**config.mk**
```make
export PLATFORM = sky130hd
export DESIGN_NAME = bdb_builder
export DESIGN_NICKNAME = d
export VERILOG_FILES = /design/src/rtl/bdb_pkg.sv /design/src/rtl/bdb_sync.sv /design/src/rtl/bdb_builder.sv
export SDC_FILE = /design/constraint.sdc
export NUM_CORES = 1
export LEC_CHECK = 0
export BUFFER_PORTS_ARGS = -buffer_cell sky130_fd_sc_hd__buf_2
export CAP_MARGIN = 20
export CORE_ASPECT_RATIO = 1.25
export CORE_MARGIN = 5
export CORE_UTILIZATION = 40
export DETAILED_ROUTE_END_ITERATION = 12
export PLACE_DENSITY = 0.67
export SLEW_MARGIN = 30
export SYNTH_ARGS = -nofsm -noshare
export SYNTH_HDL_FRONTEND = slang
export SYNTH_SLANG_ARGS = --single-unit
```
**constraint.sdc**
```tcl
create_clock -name clk_i -period 2.82 [get_ports clk_i]
set_input_delay 0.423 -clock clk_i [delete_from_list [all_inputs] [get_ports clk_i]]
set_output_delay 0.423 -clock clk_i [all_outputs]
set_load 0.01 [all_outputs]
```
**src/rtl/bdb_pkg.sv**
```systemverilog
// package: constants and carriers for the object store descriptor builder
package bdb_pkg;

    // ------------------------------------------------------------
    // fixed header bytes
    // ------------------------------------------------------------
    localparam logic [7:0]  BOS_LEN        = 8'h05;
    localparam logic [7:0]  BOS_TYPE       = 8'h0F;
    localparam logic [7:0]  EXT_LEN        = 8'h07;
    localparam logic [7:0]  EXT_TYPE       = 8'h10;
    localparam logic [7:0]  EXT_CAP_TYPE   = 8'h02;

    // ------------------------------------------------------------
    // byte offsets in the returned stream; OFS_EXT_ATTR counts from OFS_EXT_BASE
    // ------------------------------------------------------------
    localparam logic [7:0]  OFS_BOS_LEN    = 8'h00;
    localparam logic [7:0]  OFS_BOS_TYPE   = 8'h01;
    localparam logic [7:0]  OFS_TOTAL_LO   = 8'h02;
    localparam logic [7:0]  OFS_TOTAL_HI   = 8'h03;
    localparam logic [7:0]  OFS_NUM_CAPS   = 8'h04;
    localparam logic [7:0]  OFS_EXT_BASE   = 8'h05;
    localparam logic [7:0]  OFS_EXT_ATTR   = 8'h03;
    localparam logic [7:0]  STREAM_BYTES   = 8'h0C;

    // ------------------------------------------------------------
    // values after reset (defaults until the image is loaded)
    // ------------------------------------------------------------
    localparam logic [15:0] RST_TOTAL_LEN  = 16'h0016;
    localparam logic [7:0]  RST_NUM_CAPS   = 8'h02;
    localparam logic [31:0] RST_ATTR       = 32'h0000_0006;

    // ------------------------------------------------------------
    // feature bitmap fields
    // ------------------------------------------------------------
    localparam int          ATTR_LPM_BIT   = 1;
    localparam int          ATTR_ALT_BIT   = 2;
    localparam int          ATTR_BASE_VLD  = 3;
    localparam int          ATTR_DEEP_VLD  = 4;
    localparam int          ATTR_BASE_LSB  = 8;
    localparam int          ATTR_DEEP_LSB  = 12;
    localparam logic [31:0] ATTR_KEEP_MASK = 32'h0000_FFFE;

    // stored image fields, as delivered by the configuration loader
    typedef struct packed {
        logic [7:0]  bos_len;
        logic [7:0]  bos_type;
        logic [15:0] total_len;
        logic [7:0]  num_caps;
        logic [7:0]  ext_len;
        logic [7:0]  ext_type;
        logic [7:0]  ext_cap_type;
        logic [31:0] ext_attr;
    } bdb_image_t;

    // descriptor read request from the control endpoint
    typedef struct packed {
        logic        start;
        logic [15:0] req_len;
    } bdb_req_t;

    typedef enum logic [2:0] {
        ST_IDLE = 3'b001,
        ST_SEND = 3'b010,
        ST_DONE = 3'b100
    } bdb_state_t;

endpackage

```
**src/rtl/bdb_sync.sv**
```systemverilog
// module: two-stage synchroniser for a level from another domain
`timescale 1ns/100ps
module bdb_sync #(
    parameter int W = 1
) (
    input  wire logic         clk_i,    // clock
    input  wire logic         rst_n_i,  // async reset, active low
    input  wire logic [W-1:0] d_i,      // asynchronous level
    output logic      [W-1:0] q_o       // synchronised level
);
    logic [W-1:0] meta_ff;
    logic [W-1:0] sync_ff;

    always_ff @(posedge clk_i or negedge rst_n_i) begin
        if (!rst_n_i) begin
            meta_ff <= '0;
            sync_ff <= '0;
        end else begin
            meta_ff <= d_i;
            sync_ff <= meta_ff;
        end
    end

    assign q_o = sync_ff;
endmodule

```
**src/rtl/bdb_builder.sv**
```systemverilog
// module: object store descriptor builder and byte streamer
// ------------------------------------------------------------
// Summary of operation
// - header length 0x05, type 0x0F always forced
// - total length field taken from stored image
// - capability count taken from stored image
// - extension length, type, capability type forced
// - bitmap from image, bit 0 and bits 31:16 read zero
// - deep latency bits 15:12, valid bit 4
// - baseline latency bits 11:8, valid bit 3
// ------------------------------------------------------------
`timescale 1ns/100ps
module bdb_builder (
    input  wire logic                clk_i,         // 50 MHz device clock
    input  wire logic                rst_n_i,       // async reset, active low
    input  wire bdb_pkg::bdb_image_t image_i,       // stored image fields
    input  wire logic                load_i,        // image valid pulse
    input  wire logic                lpm_flag_i,    // link_power_mgmt_capable_flag
    input  wire bdb_pkg::bdb_req_t   req_i,         // descriptor read request
    input  wire logic                byte_ready_i,  // endpoint takes byte
    output logic                     byte_valid_o,  // byte available
    output logic [7:0]               byte_data_o,   // descriptor byte
    output logic                     byte_last_o,   // last byte of reply
    output logic                     busy_o,        // reply in progress
    output logic                     lpm_mismatch_o // image bit 1 disagrees with flag
);
    import bdb_pkg::*;

    // ------------------------------------------------------------
    // descriptor image held after load
    // ------------------------------------------------------------
    logic [15:0] total_ff,  nxt_total;
    logic [7:0]  caps_ff,   nxt_caps;
    logic [31:0] attr_ff,   nxt_attr;
    logic        mism_ff,   nxt_mism;
    logic        lpm_sync;

    // flag is a strap from the configuration side, so resync it
    bdb_sync #(.W(1)) u_lpm_sync (
        .clk_i   (clk_i),
        .rst_n_i (rst_n_i),
        .d_i     (lpm_flag_i),
        .q_o     (lpm_sync)
    );

    always_comb begin
        nxt_total = total_ff;
        nxt_caps  = caps_ff;
        nxt_attr  = attr_ff;
        if (load_i) begin
            nxt_total = image_i.total_len;
            nxt_caps  = image_i.num_caps;
            // latency fields and their valid bits pass in place
            nxt_attr  = image_i.ext_attr & ATTR_KEEP_MASK;
        end
        // follows a new image in the same edge that stores it
        nxt_mism = nxt_attr[ATTR_LPM_BIT] ^ lpm_sync;
    end

    always_ff @(posedge clk_i or negedge rst_n_i) begin
        if (!rst_n_i) begin
            total_ff <= RST_TOTAL_LEN;
            caps_ff  <= RST_NUM_CAPS;
            attr_ff  <= RST_ATTR;
            // synchroniser leaves reset low, so only the default bit counts
            mism_ff  <= RST_ATTR[ATTR_LPM_BIT];
        end else begin
            total_ff <= nxt_total;
            caps_ff  <= nxt_caps;
            attr_ff  <= nxt_attr;
            mism_ff  <= nxt_mism;
        end
    end

    // only a status hint: the stream still returns the stored bit
    assign lpm_mismatch_o = mism_ff;

    // ------------------------------------------------------------
    // byte selection; header bytes from the image are never used
    // ------------------------------------------------------------
    function automatic logic [7:0] pick(input logic [7:0] idx);
        logic [7:0] e;
        e = idx - OFS_EXT_BASE;
        pick = 8'h00;
        case (idx)
            OFS_BOS_LEN:  pick = BOS_LEN;
            OFS_BOS_TYPE: pick = BOS_TYPE;
            OFS_TOTAL_LO: pick = total_ff[7:0];
            OFS_TOTAL_HI: pick = total_ff[15:8];
            OFS_NUM_CAPS: pick = caps_ff;
            default: begin
                case (e)
                    8'h00:   pick = EXT_LEN;
                    8'h01:   pick = EXT_TYPE;
                    8'h02:   pick = EXT_CAP_TYPE;
                    8'h03:   pick = attr_ff[7:0];
                    8'h04:   pick = attr_ff[15:8];
                    8'h05:   pick = attr_ff[23:16];
                    8'h06:   pick = attr_ff[31:24];
                    default: pick = 8'h00;
                endcase
            end
        endcase
    endfunction

    // ------------------------------------------------------------
    // reply streamer
    // ------------------------------------------------------------
    bdb_state_t  state_ff, nxt_state;
    logic [7:0]  idx_ff,   nxt_idx;
    logic [7:0]  cnt_ff,   nxt_cnt;
    logic [7:0]  data_ff,  nxt_data;
    logic        last_ff,  nxt_last;
    logic [7:0]  limit;

    // reply length is the smaller of request and built stream
    always_comb begin
        limit = STREAM_BYTES;
        if (req_i.req_len < {8'h00, STREAM_BYTES}) begin
            limit = req_i.req_len[7:0];
        end
    end

    always_comb begin
        nxt_state = state_ff;
        nxt_idx   = idx_ff;
        nxt_cnt   = cnt_ff;
        nxt_data  = data_ff;
        nxt_last  = last_ff;
        case (state_ff)
            ST_IDLE: begin
                if (req_i.start && limit != 8'h00) begin
                    nxt_state = ST_SEND;
                    nxt_idx   = 8'h01;
                    nxt_cnt   = limit;
                    nxt_data  = pick(8'h00);
                    nxt_last  = (limit == 8'h01);
                end
            end
            ST_SEND: begin
                if (byte_ready_i) begin
                    if (last_ff) begin
                        nxt_state = ST_DONE;
                        nxt_last  = 1'b0;
                    end else begin
                        nxt_data = pick(idx_ff);
                        nxt_idx  = idx_ff + 8'h01;
                        nxt_last = (idx_ff + 8'h01 == cnt_ff);
                    end
                end
            end
            ST_DONE: begin
                nxt_state = ST_IDLE;
            end
            default: begin
                nxt_state = ST_IDLE;
            end
        endcase
    end

    always_ff @(posedge clk_i or negedge rst_n_i) begin
        if (!rst_n_i) begin
            state_ff <= ST_IDLE;
            idx_ff   <= 8'h00;
            cnt_ff   <= 8'h00;
            data_ff  <= 8'h00;
            last_ff  <= 1'b0;
        end else begin
            state_ff <= nxt_state;
            idx_ff   <= nxt_idx;
            cnt_ff   <= nxt_cnt;
            data_ff  <= nxt_data;
            last_ff  <= nxt_last;
        end
    end

    assign byte_valid_o = (state_ff == ST_SEND);
    assign byte_data_o  = data_ff;
    assign byte_last_o  = last_ff & (state_ff == ST_SEND);
    assign busy_o       = (state_ff != ST_IDLE);
endmodule

```
# --- Word level (Yosys, flattened, before mapping) ---
# Cells that the tools add are included.
op_classes:
  add_sub_neg: 2
  bitwise_logic: 2
  n_mux: 20
  order_cmp: 1
  n_reduce_logical: 9
  eq_ne: 17
ops:
  columns: ["op", "n"]
  rows:
  - ["$pmux W8 S5", 2]
  - ["$mux W8", 7]
  - ["$eq A8 B2 Y1 const B", 4]
  - ["$pmux W8 S2", 2]
  - ["$eq A8 B1 Y1 const B", 3]
  - ["$eq A8 B3 Y1 const B", 2]
  - ["$logic_not A8 Y1", 2]
  - ["$lt A16 B4 Y1 const B", 1]
  - ["$mux W3", 3]
  - ["$add A8 B1 Y8 const B", 1]
  - ["$eq A8 B8 Y1", 1]
  - ["$reduce_bool A8 Y1", 1]
  - ["$sub A8 B3 Y8 const B", 1]
  - ["$ne A2 B2 Y1 const B", 3]
  - ["$pmux W3 S2", 1]
  - ["$reduce_and A3 Y1", 2]
  - ["$reduce_and A4 Y1", 1]
  - ["$eq A3 B1 Y1 const B", 1]
  - ["$eq A3 B2 Y1 const B", 1]
  - ["$mux W1", 3]
  - ["$ne A3 B1 Y1 const B", 1]
  - ["$mux W2", 1]
  - ["$ne A2 B1 Y1 const B", 1]
  - ["$pmux W1 S2", 1]
  - ["other kinds (5)", 5]
totals:
  elab_cells: 63
  register_bits: 70
  output_inout_bits: 12
  inputBits: 118

# --- Depth between registers and ports, before layout ---
# Gate-level depths: netlist of run 1.
depth:
  word_depth: 7
  depth_mapped: 9
  mapped_depth_nobuf: 7

# --- Hierarchy ---
# Synthesis of run 1 repeated with hierarchy kept, for this count alone.
unflattened:
  cells_unflattened: 327
  hier_area_um2: 3499.6
modules_own_cells:
  columns: ["module", "seq_area_each_um2", "area_per_inst_um2", "n_inst", "cells_each"]
  rows:
  - ["bdb_builder", 1711.6, 3449.6, 1, 325]
  - ["bdb_sync", 50.0, 50.0, 1, 2]

# --- Worst setup path before layout of run 1 ---
# No wires, ideal clock.
synth_path:
  path_type: "register to register"
  start: "register idx_ff[0]"
  end: "register last_ff"
  synth_period_minus_slack_ns: 1.977
  t_arrival_ns: 1.898
  t_required_ns: 2.741
  path_slack_ns: 0.843
  setup_ns: 0.079
  path_buffers: 1
  path_stages_with_launch: 9
  path_cell_list: "dfrtp_1 buf_2 inv_1 ha_1 xor2_1 nor4_1 nand4_1 or4_1 a2bb2oi_1"
synth_between:
  elab_chain_cells: 5
synth_lines:
  columns: ["element", "line_no", "rtl"]
  rows:
  - ["from (decl)", "bdb_builder.sv:110", "logic [7:0] idx_ff, nxt_idx;"]
  - ["from (signal assigned)", "bdb_builder.sv:170", "idx_ff <= nxt_idx;"]
  - ["$add A8 B1 Y8", "bdb_builder.sv:148", "nxt_last = (idx_ff + 8'h01 == cnt_ff);"]
  - ["$eq A8 B8 Y1", "bdb_builder.sv:148", null]
  - ["$mux W1", "bdb_builder.sv:142", "if (last_ff) begin"]
  - ["$mux W1", "bdb_builder.sv:141", "if (byte_ready_i) begin"]
  - ["$pmux W1 S2", "bdb_builder.sv:130", "case (state_ff)"]
  - ["to (signal assigned)", "bdb_builder.sv:173", "last_ff <= nxt_last;"]
  - ["to (decl)", "bdb_builder.sv:113", "logic last_ff, nxt_last;"]
# Every way passes these cells. The select of a mux whose other input is x is not followed.
# A chain may end at the register's enable or synchronous reset.

# --- Worst setup path in the final report of run 1 ---
layout_path:
  start: "register state_ff[1]"
  end: "output port byte_last_o"
layout_between:
  elab_chain_cells: 2
layout_lines:
  columns: ["element", "line_no", "rtl"]
  rows:
  - ["from (decl)", "bdb_builder.sv:109", "bdb_state_t state_ff, nxt_state;"]
  - ["from (signal assigned)", "bdb_builder.sv:169", "state_ff <= nxt_state;"]
  - ["$eq A3 B2 Y1", "bdb_builder.sv:179", "assign byte_last_o = last_ff & (state_ff == ST_SEND);"]
  - ["$and A1 B1 Y1", "bdb_builder.sv:179", null]
  - ["to (decl)", "bdb_builder.sv:23", "output logic byte_last_o,"]
# Every way passes these cells.

==> impl_metrics.yaml, run 1 <==
die:
  start_util_pct: 40.7
  num_rows: 38
  io_pins: 130
  core_area_mm2: 0.00861
  die_h_um: 115
  die_w_um: 93.7
  die-area_mm2: 0.0107
worst_setup_path:
  ff2ff_setup_slack_ps: 560
  crit_path_start_kind: "flip-flop"
  crit_family: "simple AND/OR/NAND/NOR gates"
  r2r_cells: 8
  cp_max_fo: 9
  max_stage_delay_ps: 530
  cp.arrival_ps: 1940
  path_class: "reg -> out"
  crit_buf_inv: 2
  cp-startpoint: "state_ff[1]"
  cp_slowest_cell: "or3b_1"
  critPathRequiredTime_ps: 2400
  path_cells: "or3b_1, inv_1, and2_1, buf_2"
  r2r_start: "idx_ff[0]"
  end_kind: "output port"
  cp.depth: 4
synthesis:
  syn-mean-instance-area_um2: 10.7
  syn-cell-area_mm2: 0.00350
  syn_inst: 327
  synth-simple-area-share_pct: 13.4
  yosys_warnings: 0
  synth_top_family_by_area: "compound AO/OA/AOI/OAI gates"
  synth-adder-area-share_pct: 2.15
  ys_seq_area_share_pct: 50.3
  ys_ff_latch: 70
  synth_mux_area_share_pct: 12.5
  synth_fp_nets: 451
  synth-xor-area-share_pct: 4.25
  ys_types: 43
  synth-compound-area-share_pct: 13.7
clocking:
  clkTransAtPathRegs_ps: 80
  h-tree-depth: 3
  cts_num_sinks: 70
  tritoncts: "yes"
  ctsRootBufferMaster: "clkbuf_8"
  post_cts_resized: 0
  postCtsSetupBuffers: 0
  clockBufferDepth: 2
  cts_made_buffers: 9
  cts_hold_buf: 0
  clock_latency_ps: 360
global_route:
  grt_pass1_wl_mm: 13.5
  grt_pass1_vias: 2808
  overflow: 0
  antenna_found_initial: 0
  grt_usage_pct: 16.1
  grt_max_degree: 35
timing:
  fin_skew_ps: 8.21
  fin_crit_sh_pct: 83.9
  rsz0062_at_grt: "false"
  slew_viol_final: 0
  tns_ps: 0
  max_slew_margin_pct: 50.4
  worst_pin_slew_ps: 744
  fmax_mhz: 423
  final_hold_viol_count: 0
  setup_viol: 0
  setup_ws_ps: 454
  fin_crit_ps: 2370
hold_path:
  hp-class: "in -> async"
detailed_routing:
  ant_nets: 0
  drtIter0Drc: 149
  wl_mm: 8.20
  vias: 2787
  first_pass_iters: 4
  routed_via_density: 5.32
  drc_errors: 0
  post_drt_wl_per_cell_um: 15.6
layout:
  layout.cells.non_filler: 524
  diodes: 0
  nets: 523
  final_area_mm2: 0.00423
  area_growth_syn_to_layout_pct: 20.8
  drive_gt1_share_pct: 36.9
power:
  powerDensity_mw_per_mm2: 756
  power_uw: 3200
  p_leak_uw: 0.00188
  irDropWorstVdd_mv: 0.507
flow_run:
  max-cap-violations: 0
placed_design:
  gp_congestion: 0.764
  hpwl_mm: 5.82
  portBuffers: 72
  placedCellCount: 508
  placement.cell_area_mm2: 0.00400
  dp_slack_ps: 559
status:
  status: "completed"
==> per-stage QoR <==
stage | hold slack, ps | utilization, %
2_1_floorplan | 127 | -
3_3_place_gp | 333 | 46.5
3_5_place_dp | 342 | 46.5
4_1_cts | 36.7 | 49.1
5_1_grt | 64.4 | 49.1
6_report | 32.8 | 49.1
==> path summary, 6_finish.rpt <==
check / end
max: byte_last_o
min: total_ff[15]
max reg2reg: byte_data_o[3]
min reg2reg: u_lpm_sync.q_o
max in group asynchronous: attr_ff[1]
min in group clk_i: u_lpm_sync.meta_ff
==> registers in the layout, indices dropped and copies added (netlist names) <==
| signal | count |
|---|---|
| last_ff | 1 |
| caps_ff | 8 |
| cnt_ff | 8 |
| lpm_mismatch_o | 1 |
| total_ff | 16 |
| u_lpm_sync.meta_ff | 1 |
| u_lpm_sync.q_o | 1 |
| idx_ff | 8 |
| byte_data_o | 8 |
| attr_ff | 15 |
| state_ff | 3 |
==> layer usage <==
metal	global-route usage [%]	share of wire [%]
met5	0	0
met2	25.6	48
met4	6.94	2.5
met3	4.54	5.8
met1	20.4	44
==> report_power, final <==
group | switching (uW) | internal (uW) | leakage, uW
sequential | 128 | 1150 | 0.000850
clock | 392 | 524 | 0.000113
combinational | 587 | 417 | 0.000920
==> synthesized netlist by cell type <==
cell type | instances | area, um^2
dfrtp_1 | 62 | 1550
mux2_2 | 39 | 439
o21ai_0 | 33 | 165
nand2_1 | 26 | 97.6
nand3_1 | 19 | 95.1
clkbuf_1 | 16 | 60.1
a22oi_1 | 10 | 75.1
xnor2_1 | 9 | 78.8
a21oi_1 | 8 | 40.0
dfstp_2 | 8 | 210
xor2_1 | 8 | 70.1
and2_1 | 7 | 43.8
nor2_1 | 7 | 26.3
o31ai_1 | 7 | 52.6
ha_1 | 6 | 75.1
inv_1 | 6 | 22.5
nor3_1 | 5 | 25.0
a211oi_1 | 4 | 30.0
a221oi_1 | 4 | 35.0
a31oi_1 | 4 | 25.0
buf_2 | 4 | 20.0
nor4_1 | 4 | 25.0
or4_1 | 4 | 30.0
and3_1 | 3 | 18.8
or3_1 | 3 | 18.8
nand4_1 | 2 | 12.5
nor2b_1 | 2 | 12.5
o21bai_1 | 2 | 15.0
a2bb2oi_1 | 1 | 8.76
a32oi_1 | 1 | 8.76
buf_1 | 1 | 3.75
buf_4 | 1 | 7.51
buf_6 | 1 | 11.3
nand2b_1 | 1 | 6.26
nand3b_1 | 1 | 7.51
nand4bb_1 | 1 | 11.3
nor3_2 | 1 | 10.0
o2111ai_1 | 1 | 8.76
o211ai_1 | 1 | 7.51
o41ai_1 | 1 | 8.76
or3b_1 | 1 | 8.76
or3b_2 | 1 | 8.76
or4bb_1 | 1 | 11.3
==> layout make-up <==
type | instances | area [um^2]
clock buffers | 11 | 141
clock inverters | 5 | 82.6
fillers | 821 | 4380
inverters | 6 | 22.5
multi-input cells | 228 | 1620
flip-flops and latches | 70 | 1760
well taps | 120 | 150
repair buffers | 84 | 450
==> cells by family after synthesis <==
| group | after synthesis |
|---|---|
| and+or+nand+nor | 89 |
| AOI/OAI and AO/OA | 77 |
| DFF | 70 |
| muxes | 39 |
| buffers and inverters | 29 |
| xor gates and xnor gates | 17 |
| adders and majority gates | 6 |
==> worst register-to-register path: cells and delay by family (launching register included) <==
kind	cells	cell delay [ps]
XOR/XNOR	1	460
AO/OA/AOI/OAI	3	400
adder cells (fa/ha/maj)	1	290
flip-flops	1	570
buffers and inverters	2	400
AND/OR/NAND/NOR	1	80
==> layout by cell type, fill, tap and decap left out, drive strengths merged, types with 3 or more instances in the layout <==
| cell type | count |
|---|---|
| and2 | 7 |
| a221oi | 4 |
| xnor2 | 9 |
| nand2 | 26 |
| nor4 | 4 |
| a211oi | 4 |
| o31ai | 7 |
| buf | 84 |
| a22oi | 10 |
| dfstp | 8 |
| clkbuf | 11 |
| dfrtp | 62 |
| a31oi | 4 |
| nor2 | 7 |
| and3 | 3 |
| inv | 6 |
| clkinv | 3 |
| or4 | 4 |
| o21ai | 33 |
| or3 | 3 |
| nor3 | 6 |
| ha | 6 |
| mux2 | 39 |
| xor2 | 8 |
| nand3 | 19 |
| a21oi | 8 |
No activity file was read; power rests on OpenSTA's default activity.
==> inputs of run 2 (changes only) <==
--- a/config.mk
+++ b/config.mk
@@ -5,13 +5,14 @@
 export SDC_FILE = /design/constraint.sdc
 export NUM_CORES = 1
 export LEC_CHECK = 0
+export ABC_AREA = 1
 export BUFFER_PORTS_ARGS = -buffer_cell sky130_fd_sc_hd__buf_2
 export CAP_MARGIN = 20
 export CORE_ASPECT_RATIO = 1.25
 export CORE_MARGIN = 5
 export CORE_UTILIZATION = 40
 export DETAILED_ROUTE_END_ITERATION = 12
-export PLACE_DENSITY = 0.67
+export PLACE_DENSITY = 0.69
 export SLEW_MARGIN = 30
 export SYNTH_ARGS = -nofsm -noshare
 export SYNTH_HDL_FRONTEND = slang
==> constraint.sdc (replaced) <==
create_clock -name clk_i -period 2.1 [get_ports clk_i]
set_input_delay 0.315 -clock clk_i [delete_from_list [all_inputs] [get_ports clk_i]]
set_output_delay 0.315 -clock clk_i [all_outputs]
set_load 0.01 [all_outputs]
==> run 2 against run 1 <==
Final area rose by 9.4%. Clock skew fell by 2.2 ps. Sequential share of layout area fell by 3.6 points. Area after synthesis rose by 7.9%. Combinational power rose by 59%. Utilization rose by 1.3 points. Critical path type is now reg -> reg.
==> impl_metrics.yaml, run 2 <==
worst_setup_path:
  path_cells: "buf_4, ha_1, inv_1, nor2_1, nand2_2, nand3_4, nor2_8, nand2_1, nor2_1, nor2_1, nand2_1, nand2_1"
  end_kind: "flip-flop"
  path_class: "reg -> reg"
  cp.arrival_ps: 2120
  critPathRequiredTime_ps: 2320
  crit_path_start_kind: "flip-flop"
  cp_max_fo: 10
  cp_slowest_cell: "dfrtp_1"
  max_stage_delay_ps: 380
timing:
  final_hold_viol_count: 0
  fin_crit_sh_pct: 90.8
  tns_ps: 0
  fin_skew_ps: 6.03
  worst_pin_slew_ps: 369
  max_slew_margin_pct: 75.2
  fmax_mhz: 524
  slew_viol_final: 0
  setup_viol: 0
  rsz0062_at_grt: "false"
  fin_crit_ps: 1910
die:
  die_h_um: 119
  die-area_mm2: 0.0115
  num_rows: 39
  die_w_um: 96.9
  io_pins: 130
  start_util_pct: 41.2
  core_area_mm2: 0.00917
clocking:
  ctsRootBufferMaster: "clkbuf_16"
  h-tree-depth: 3
  tritoncts: "yes"
  cts_num_sinks: 70
  clockBufferDepth: 2
  clock_latency_ps: 330
  cts_hold_buf: 0
  cts_made_buffers: 9
  clkTransAtPathRegs_ps: 60
global_route:
  grt_max_degree: 71
  grt_pass1_wl_mm: 14.5
  grt_pass1_vias: 3170
  overflow: 0
  antenna_found_initial: 0
  grt_usage_pct: 15.3
layout:
  layout.cells.non_filler: 674
  mostFrequentLayoutCell: "nand2_1"
  final_cell_mix: "nand2_1 (120), buf_2 (72), dfrtp_1 (62)"
  drive_gt1_share_pct: 29.6
  reg_top3: "total_ff x16, attr_ff x15"
  final-seq-area_mm2: 0.00176
  area_growth_syn_to_layout_pct: 22.4
  largest-register: "total_ff"
  diodes: 0
  nets: 671
  largest_reg_flops: 16
  n_fill_cell: 907
  multi_input_area_mm2: 0.00171
synthesis:
  synth_flop_cell: "dfrtp_1"
  async_flop_share_pct: 100
  ys_seq_area_share_pct: 46.6
  ys_types: 36
  synth-xor-area-share_pct: 1.62
  synth-simple-area-share_pct: 28.6
  synth_mux_area_share_pct: 6.26
  netlist_top_cells_count: "nand2_1 (120), dfrtp_1 (62), inv_1 (52)"
  syn_inst: 463
  ys_ff_latch: 70
  synth.most_common_cell: "nand2_1"
  synth_top_family_by_area: "simple AND/OR/NAND/NOR gates"
  yosys_warnings: 0
  synth-compound-area-share_pct: 6.62
  synth-adder-area-share_pct: 1.99
  synthDominantCellAreaShare_pct: 41.1
  synth.area.top_cells: "dfrtp_1 (41%), nand2_1 (12%), mux2_2 (6.3%), dfstp_2 (5.6%), inv_1 (5.2%)"
  syn-cell-area_mm2: 0.00378
  syn-mean-instance-area_um2: 8.16
  synth_fp_nets: 587
  synth_top_area_cell: "dfrtp_1"
  synth_edf_count: 0
detailed_routing:
  wl_mm: 8.49
  post_drt_wl_per_cell_um: 12.6
  wl_met2_mm: 4.21
  vias: 3258
  dr_wl_met3_um: 514
  drtIter0Drc: 143
  routed_via_density: 4.83
  ant_nets: 0
  first_pass_iters: 5
  routed.top_layer: "met4"
  wl_met1_mm: 3.61
  drc_errors: 0
power:
  powerDensity_mw_per_mm2: 989
  irDropWorstVdd_mv: 0.449
  p_leak_uw: 0.00235
  power_uw: 4570
status:
  status: "completed"
placed_design:
  placedCellCount: 659
  hpwl_mm: 6.55
  portBuffers: 72
  gp_congestion: 0.915
flow_run:
  max-cap-violations: 0
hold_path:
  hp-class: "in -> async"
[run 2: changes by cell type after synthesis, moves of 12 or more]
cell,change
nand2_1,+94
inv_1,+46
nor2_1,+36
mux2_2,-18
nand4_1,+15
inv_2,+12
[run 2: power by group]
group | leakage, uW | switching [uW] | internal [uW]
registers | 0.000857 | 89.6 | 1540
logic | 0.00136 | 987 | 601
clock network | 0.000127 | 537 | 819
[run 2: final timing paths]
check | cells after the start | endpoint | slack [ps] | from
setup / recovery | 12 | byte_data_o[1] | 190 | idx_ff[1]
hold / removal | 2 | attr_ff[12] | 7 | rst_n_i
setup reg to reg | 12 | byte_data_o[1] | 190 | idx_ff[1]
hold reg to reg | 0 | u_lpm_sync.q_o | 340 | u_lpm_sync.meta_ff
max in group asynchronous | 2 | total_ff[2] | 1770 | rst_n_i
min in group clk_i | 1 | u_lpm_sync.meta_ff | 90 | lpm_flag_i
[run 2: cells by family (layout without fill, tap and decap cells)]
logic type,after synthesis,in the layout
and+or+nand+nor,237,237
buffers and inverters,77,165
muxes,21,21
DFF,70,70
adders and majority gates,6,6
AOI/OAI and AO/OA,45,45
xor gates and xnor gates,7,7
[run 2: critical path, delay by kind of cell, from the launching register on]
family,cells,cell delay (ps)
AND/OR/NAND/NOR,9,1000
adder cells (fa/ha/maj),1,210
buffers and inverters,2,220
flip-flops,1,380
[run 2: what timing repair did]
item,4_1_cts,5_1_grt
setup endpoints to repair,0,6
gates resized for setup,0,2
setup buffers,0,0
[run 2: final cells by class]
cell class | count | area share [%]
Sequential cell | 70 | 38.1
Multi-Input combinational cell | 316 | 37.1
Timing Repair Buffer | 85 | 10.4
Inverter | 65 | 5.28
Clock buffer | 11 | 5.25
Tap cell | 123 | 3.33
Clock inverter | 4 | 0.541
[run 2: stage by stage]
stage	area (um^2)	util [%]	hold slack [ps]	setup WS [ps]
after floorplan	3780	-	19.4	313
after global placement	4350	47.4	335	169
after detailed placement	4350	47.4	336	127
after CTS	4610	50.3	23.1	115
after global routing	4620	50.4	50.1	15.1
final	4620	50.4	6.69	193
[run 2: per-layer routing]
layer	GRT usage, %	vias up
li1	-	1653
met1	18.7	1494
met2	26.1	98
met3	4.01	13
met4	5.18	0
met5	0	-
==> inputs of run 3 (changes only) <==
--- a/config.mk
+++ b/config.mk
@@ -10,10 +10,12 @@
 export CAP_MARGIN = 20
 export CORE_ASPECT_RATIO = 1.25
 export CORE_MARGIN = 5
-export CORE_UTILIZATION = 40
+export CORE_UTILIZATION = 46
 export DETAILED_ROUTE_END_ITERATION = 12
-export PLACE_DENSITY = 0.69
+export GPL_TIMING_DRIVEN = 0
+export PLACE_DENSITY = 0.77
 export SLEW_MARGIN = 30
 export SYNTH_ARGS = -nofsm -noshare
 export SYNTH_HDL_FRONTEND = slang
+export SYNTH_HIERARCHICAL = 1
 export SYNTH_SLANG_ARGS = --single-unit
==> run 3 against run 2 <==
Register-to-register slack worse by 110 ps. Total power fell by 4.8%. First-iteration DRC count rose by 43%. Wire length up 7.1%. Utilization grew 6.1 points. Critical path type unchanged. Critical endpoint is now byte_data_o[4]. Largest power group unchanged. Highest routed layer unchanged.
==> impl_metrics.yaml, run 3 <==
detailed_routing:
  routed_via_density: 5.04
  ant_nets: 0
  first_pass_iters: 5
  drc_errors: 0
  vias: 3320
  drtIter0Drc: 204
  wl_mm: 9.09
  post_drt_wl_per_cell_um: 13.8
power:
  p_comb_share_pct: 37.2
  switchingPower_uw: 1630
  p_int_uw: 2720
  power_uw: 4350
  p_leak_uw: 0.00234
  clock_power_share_pct: 25.0
  seqPwrFrac_pct: 37.8
  powerDensity_mw_per_mm2: 950
  p_sw_share_pct: 37.5
  irDropWorstVdd_mv: 0.723
layout:
  final_cell_mix: "nand2_1 (123), buf_2 (73), dfrtp_1 (60)"
  multi_input_area_mm2: 0.00174
  largest_reg_flops: 16
  area_growth_syn_to_layout_pct: 21.7
  nets: 681
  final-seq-area_mm2: 0.00176
  diodes: 0
  n_fill_cell: 709
  mostFrequentLayoutCell: "nand2_1"
  final_area_mm2: 0.00458
  drive_gt1_share_pct: 29.9
  largest-register: "total_ff"
  reg_top3: "total_ff x16, attr_ff x15"
worst_setup_path:
  cpMostUsedCell: "nand2_1"
  critPathRequiredTime_ps: 2350
  end_kind: "flip-flop"
  max_stage_delay_ps: 440
  cp_max_fo: 8
  cp_slowest_cell: "dfrtp_2"
  crit_family: "simple AND/OR/NAND/NOR gates"
  crit_buf_inv: 2
  cp.arrival_ps: 2270
  path_cells: "buf_4, ha_1, inv_2, nor2_2, nand2_4, nand2_4, nor3_4, nand2_1, nor2_1, nor2_1, nand2_1, nand2_1"
  crit_path_start_kind: "flip-flop"
  path_class: "reg -> reg"
die:
  die_h_um: 111
  die-area_mm2: 0.0101
  start_util_pct: 46.4
  core_area_mm2: 0.00810
  die_w_um: 90.9
  num_rows: 37
  io_pins: 130
timing:
  max_slew_margin_pct: 60.3
  fin_crit_ps: 2020
  rsz0062_at_grt: "true"
  fin_skew_ps: 7.97
  fin_crit_sh_pct: 96.3
  slew_viol_final: 0
  worst_pin_slew_ps: 596
  final_hold_viol_count: 0
  tns_ps: 0
  fmax_mhz: 495
  setup_ws_ps: 78.7
  setup_viol: 0
synthesis:
  async_flop_share_pct: 100
  yosys_warnings: 6
  syn_inst: 465
  synth.most_common_cell: "nand2_1"
  ys_types: 36
  synthDominantCellAreaShare_pct: 41.2
  synth.area.top_cells: "dfrtp_1 (41%), nand2_1 (12%), mux2_2 (5.7%), dfstp_2 (5.6%), inv_1 (5.4%)"
  syn-cell-area_mm2: 0.00376
  synth_top_area_cell: "dfrtp_1"
  synth_edf_count: 0
  ys_seq_area_share_pct: 46.8
  ys_ff_latch: 70
  synth_flop_cell: "dfrtp_1"
  netlist_top_cells_count: "nand2_1 (123), dfrtp_1 (62), inv_1 (54)"
  syn-mean-instance-area_um2: 8.09
  synth_fp_nets: 589
global_route:
  grt_max_degree: 44
  grt_usage_pct: 18.4
  grt_pass1_vias: 3357
  overflow: 0
  top_usage_layer: "met2"
  antenna_found_initial: 0
  grt_use_met1_pct: 22.0
  grt_pass1_wl_mm: 15.2
  use_met2_pct: 30.5
  grt_use_met3_pct: 5.23
clocking:
  clkTransAtPathRegs_ps: 70
  tritoncts: "yes"
  clockBufferDepth: 2
  cts_num_sinks: 70
  cts_made_buffers: 9
  h-tree-depth: 3
  clock_latency_ps: 360
  ctsRootBufferMaster: "clkbuf_8"
placed_design:
  placement.cell_area_mm2: 0.00427
  portBuffers: 72
  gp_congestion: 0.906
  dp_slack_ps: -160
  hpwl_mm: 6.92
flow_run:
  max-cap-violations: 0
hold_path:
  hp-class: "in -> reg"
status:
  status: "completed"
==> run 3: cell types whose count changed in the layout (fill, tap and decap cells not counted), sizes merged, moves of 2 or more <==
| cell | before | now |
|---|---|---|
| a21oi | 5 | 3 |
| buf | 85 | 88 |
| clkbuf | 11 | 13 |
| clkinv | 3 | 5 |
| mux2 | 21 | 19 |
| nand2 | 125 | 128 |
| nor3 | 6 | 8 |
| o21ai | 31 | 33 |
==> run 3: logic make-up (layout without fill, tap and decap cells) <==
| family | Yosys count | count (layout) | synth area share [%] |
|---|---|---|---|
| flops | 70 | 70 | 46.8 |
| simple gates | 240 | 240 | 29.0 |
| xor+xnor | 7 | 7 | 1.63 |
| mux | 19 | 19 | 5.69 |
| fa+ha+maj | 6 | 6 | 2.00 |
| buf+inv | 77 | 174 | 8.18 |
| compound gates | 46 | 46 | 6.72 |
==> run 3: final timing paths <==
kind                                    startpoint                  to  slack [ps]  cells past startpoint
worst max-delay path                     idx_ff[0]      byte_data_o[4]          80                     12
worst min-delay path                    lpm_flag_i  u_lpm_sync/meta_ff          60                      1
worst max register to register           idx_ff[0]      byte_data_o[4]          80                     12
worst min register to register  u_lpm_sync/meta_ff      u_lpm_sync/q_o         360                      0
max in group asynchronous                  rst_n_i         total_ff[4]        1070                      3
min in group asynchronous                  rst_n_i         attr_ff[15]         420                      2
==> run 3: repair_timing <==
item                                   4_1_cts  5_1_grt
gates cloned                                 0        0
hold buffers                                 1        0
setup endpoints to repair                    8       15
endpoints found under the hold margin       26        0
buffers inserted                             2        5
resized for setup                            4       12
pin swaps                                    1        1
==> run 3: layout make-up <==
type / instances / area share [%]
clock inverters: 7 / 1.61
multi-input cells: 318 / 37.9
clock buffers: 9 / 2.70
flip-flops and latches: 70 / 38.5
well taps: 97 / 2.65
inverters: 65 / 5.33
plain buffers: 12 / 1.45
repair buffers: 81 / 9.81
==> run 3: per-layer routing <==
| metal | share of wire [%] | vias to the layer above |
|---|---|---|
| met5 | 0 | - |
| met4 | 3.5 | 0 |
| met3 | 5.3 | 26 |
| met2 | 49 | 83 |
| met1 | 42 | 1538 |
| li1 | - | 1673 |
==> run 3: metrics by stage <==
step	hold slack [ps]	utilization, %	cells
final	57.1	56.5	659
after global routing	52.7	56.5	659
after CTS	51.5	55.5	654
after detailed placement	261	52.7	635
after global placement	341	52.4	634
after floorplan	19.4	-	465
==> run 3: power groups by stage <==
stage	logic, uW	registers [uW]	clock network [uW]
final	1620	1650	1090
after global placement	1420	1670	0
after floorplan	1000	1670	0
after CTS	1520	1650	1110
after detailed placement	1450	1680	0
after global routing	1800	1670	1160
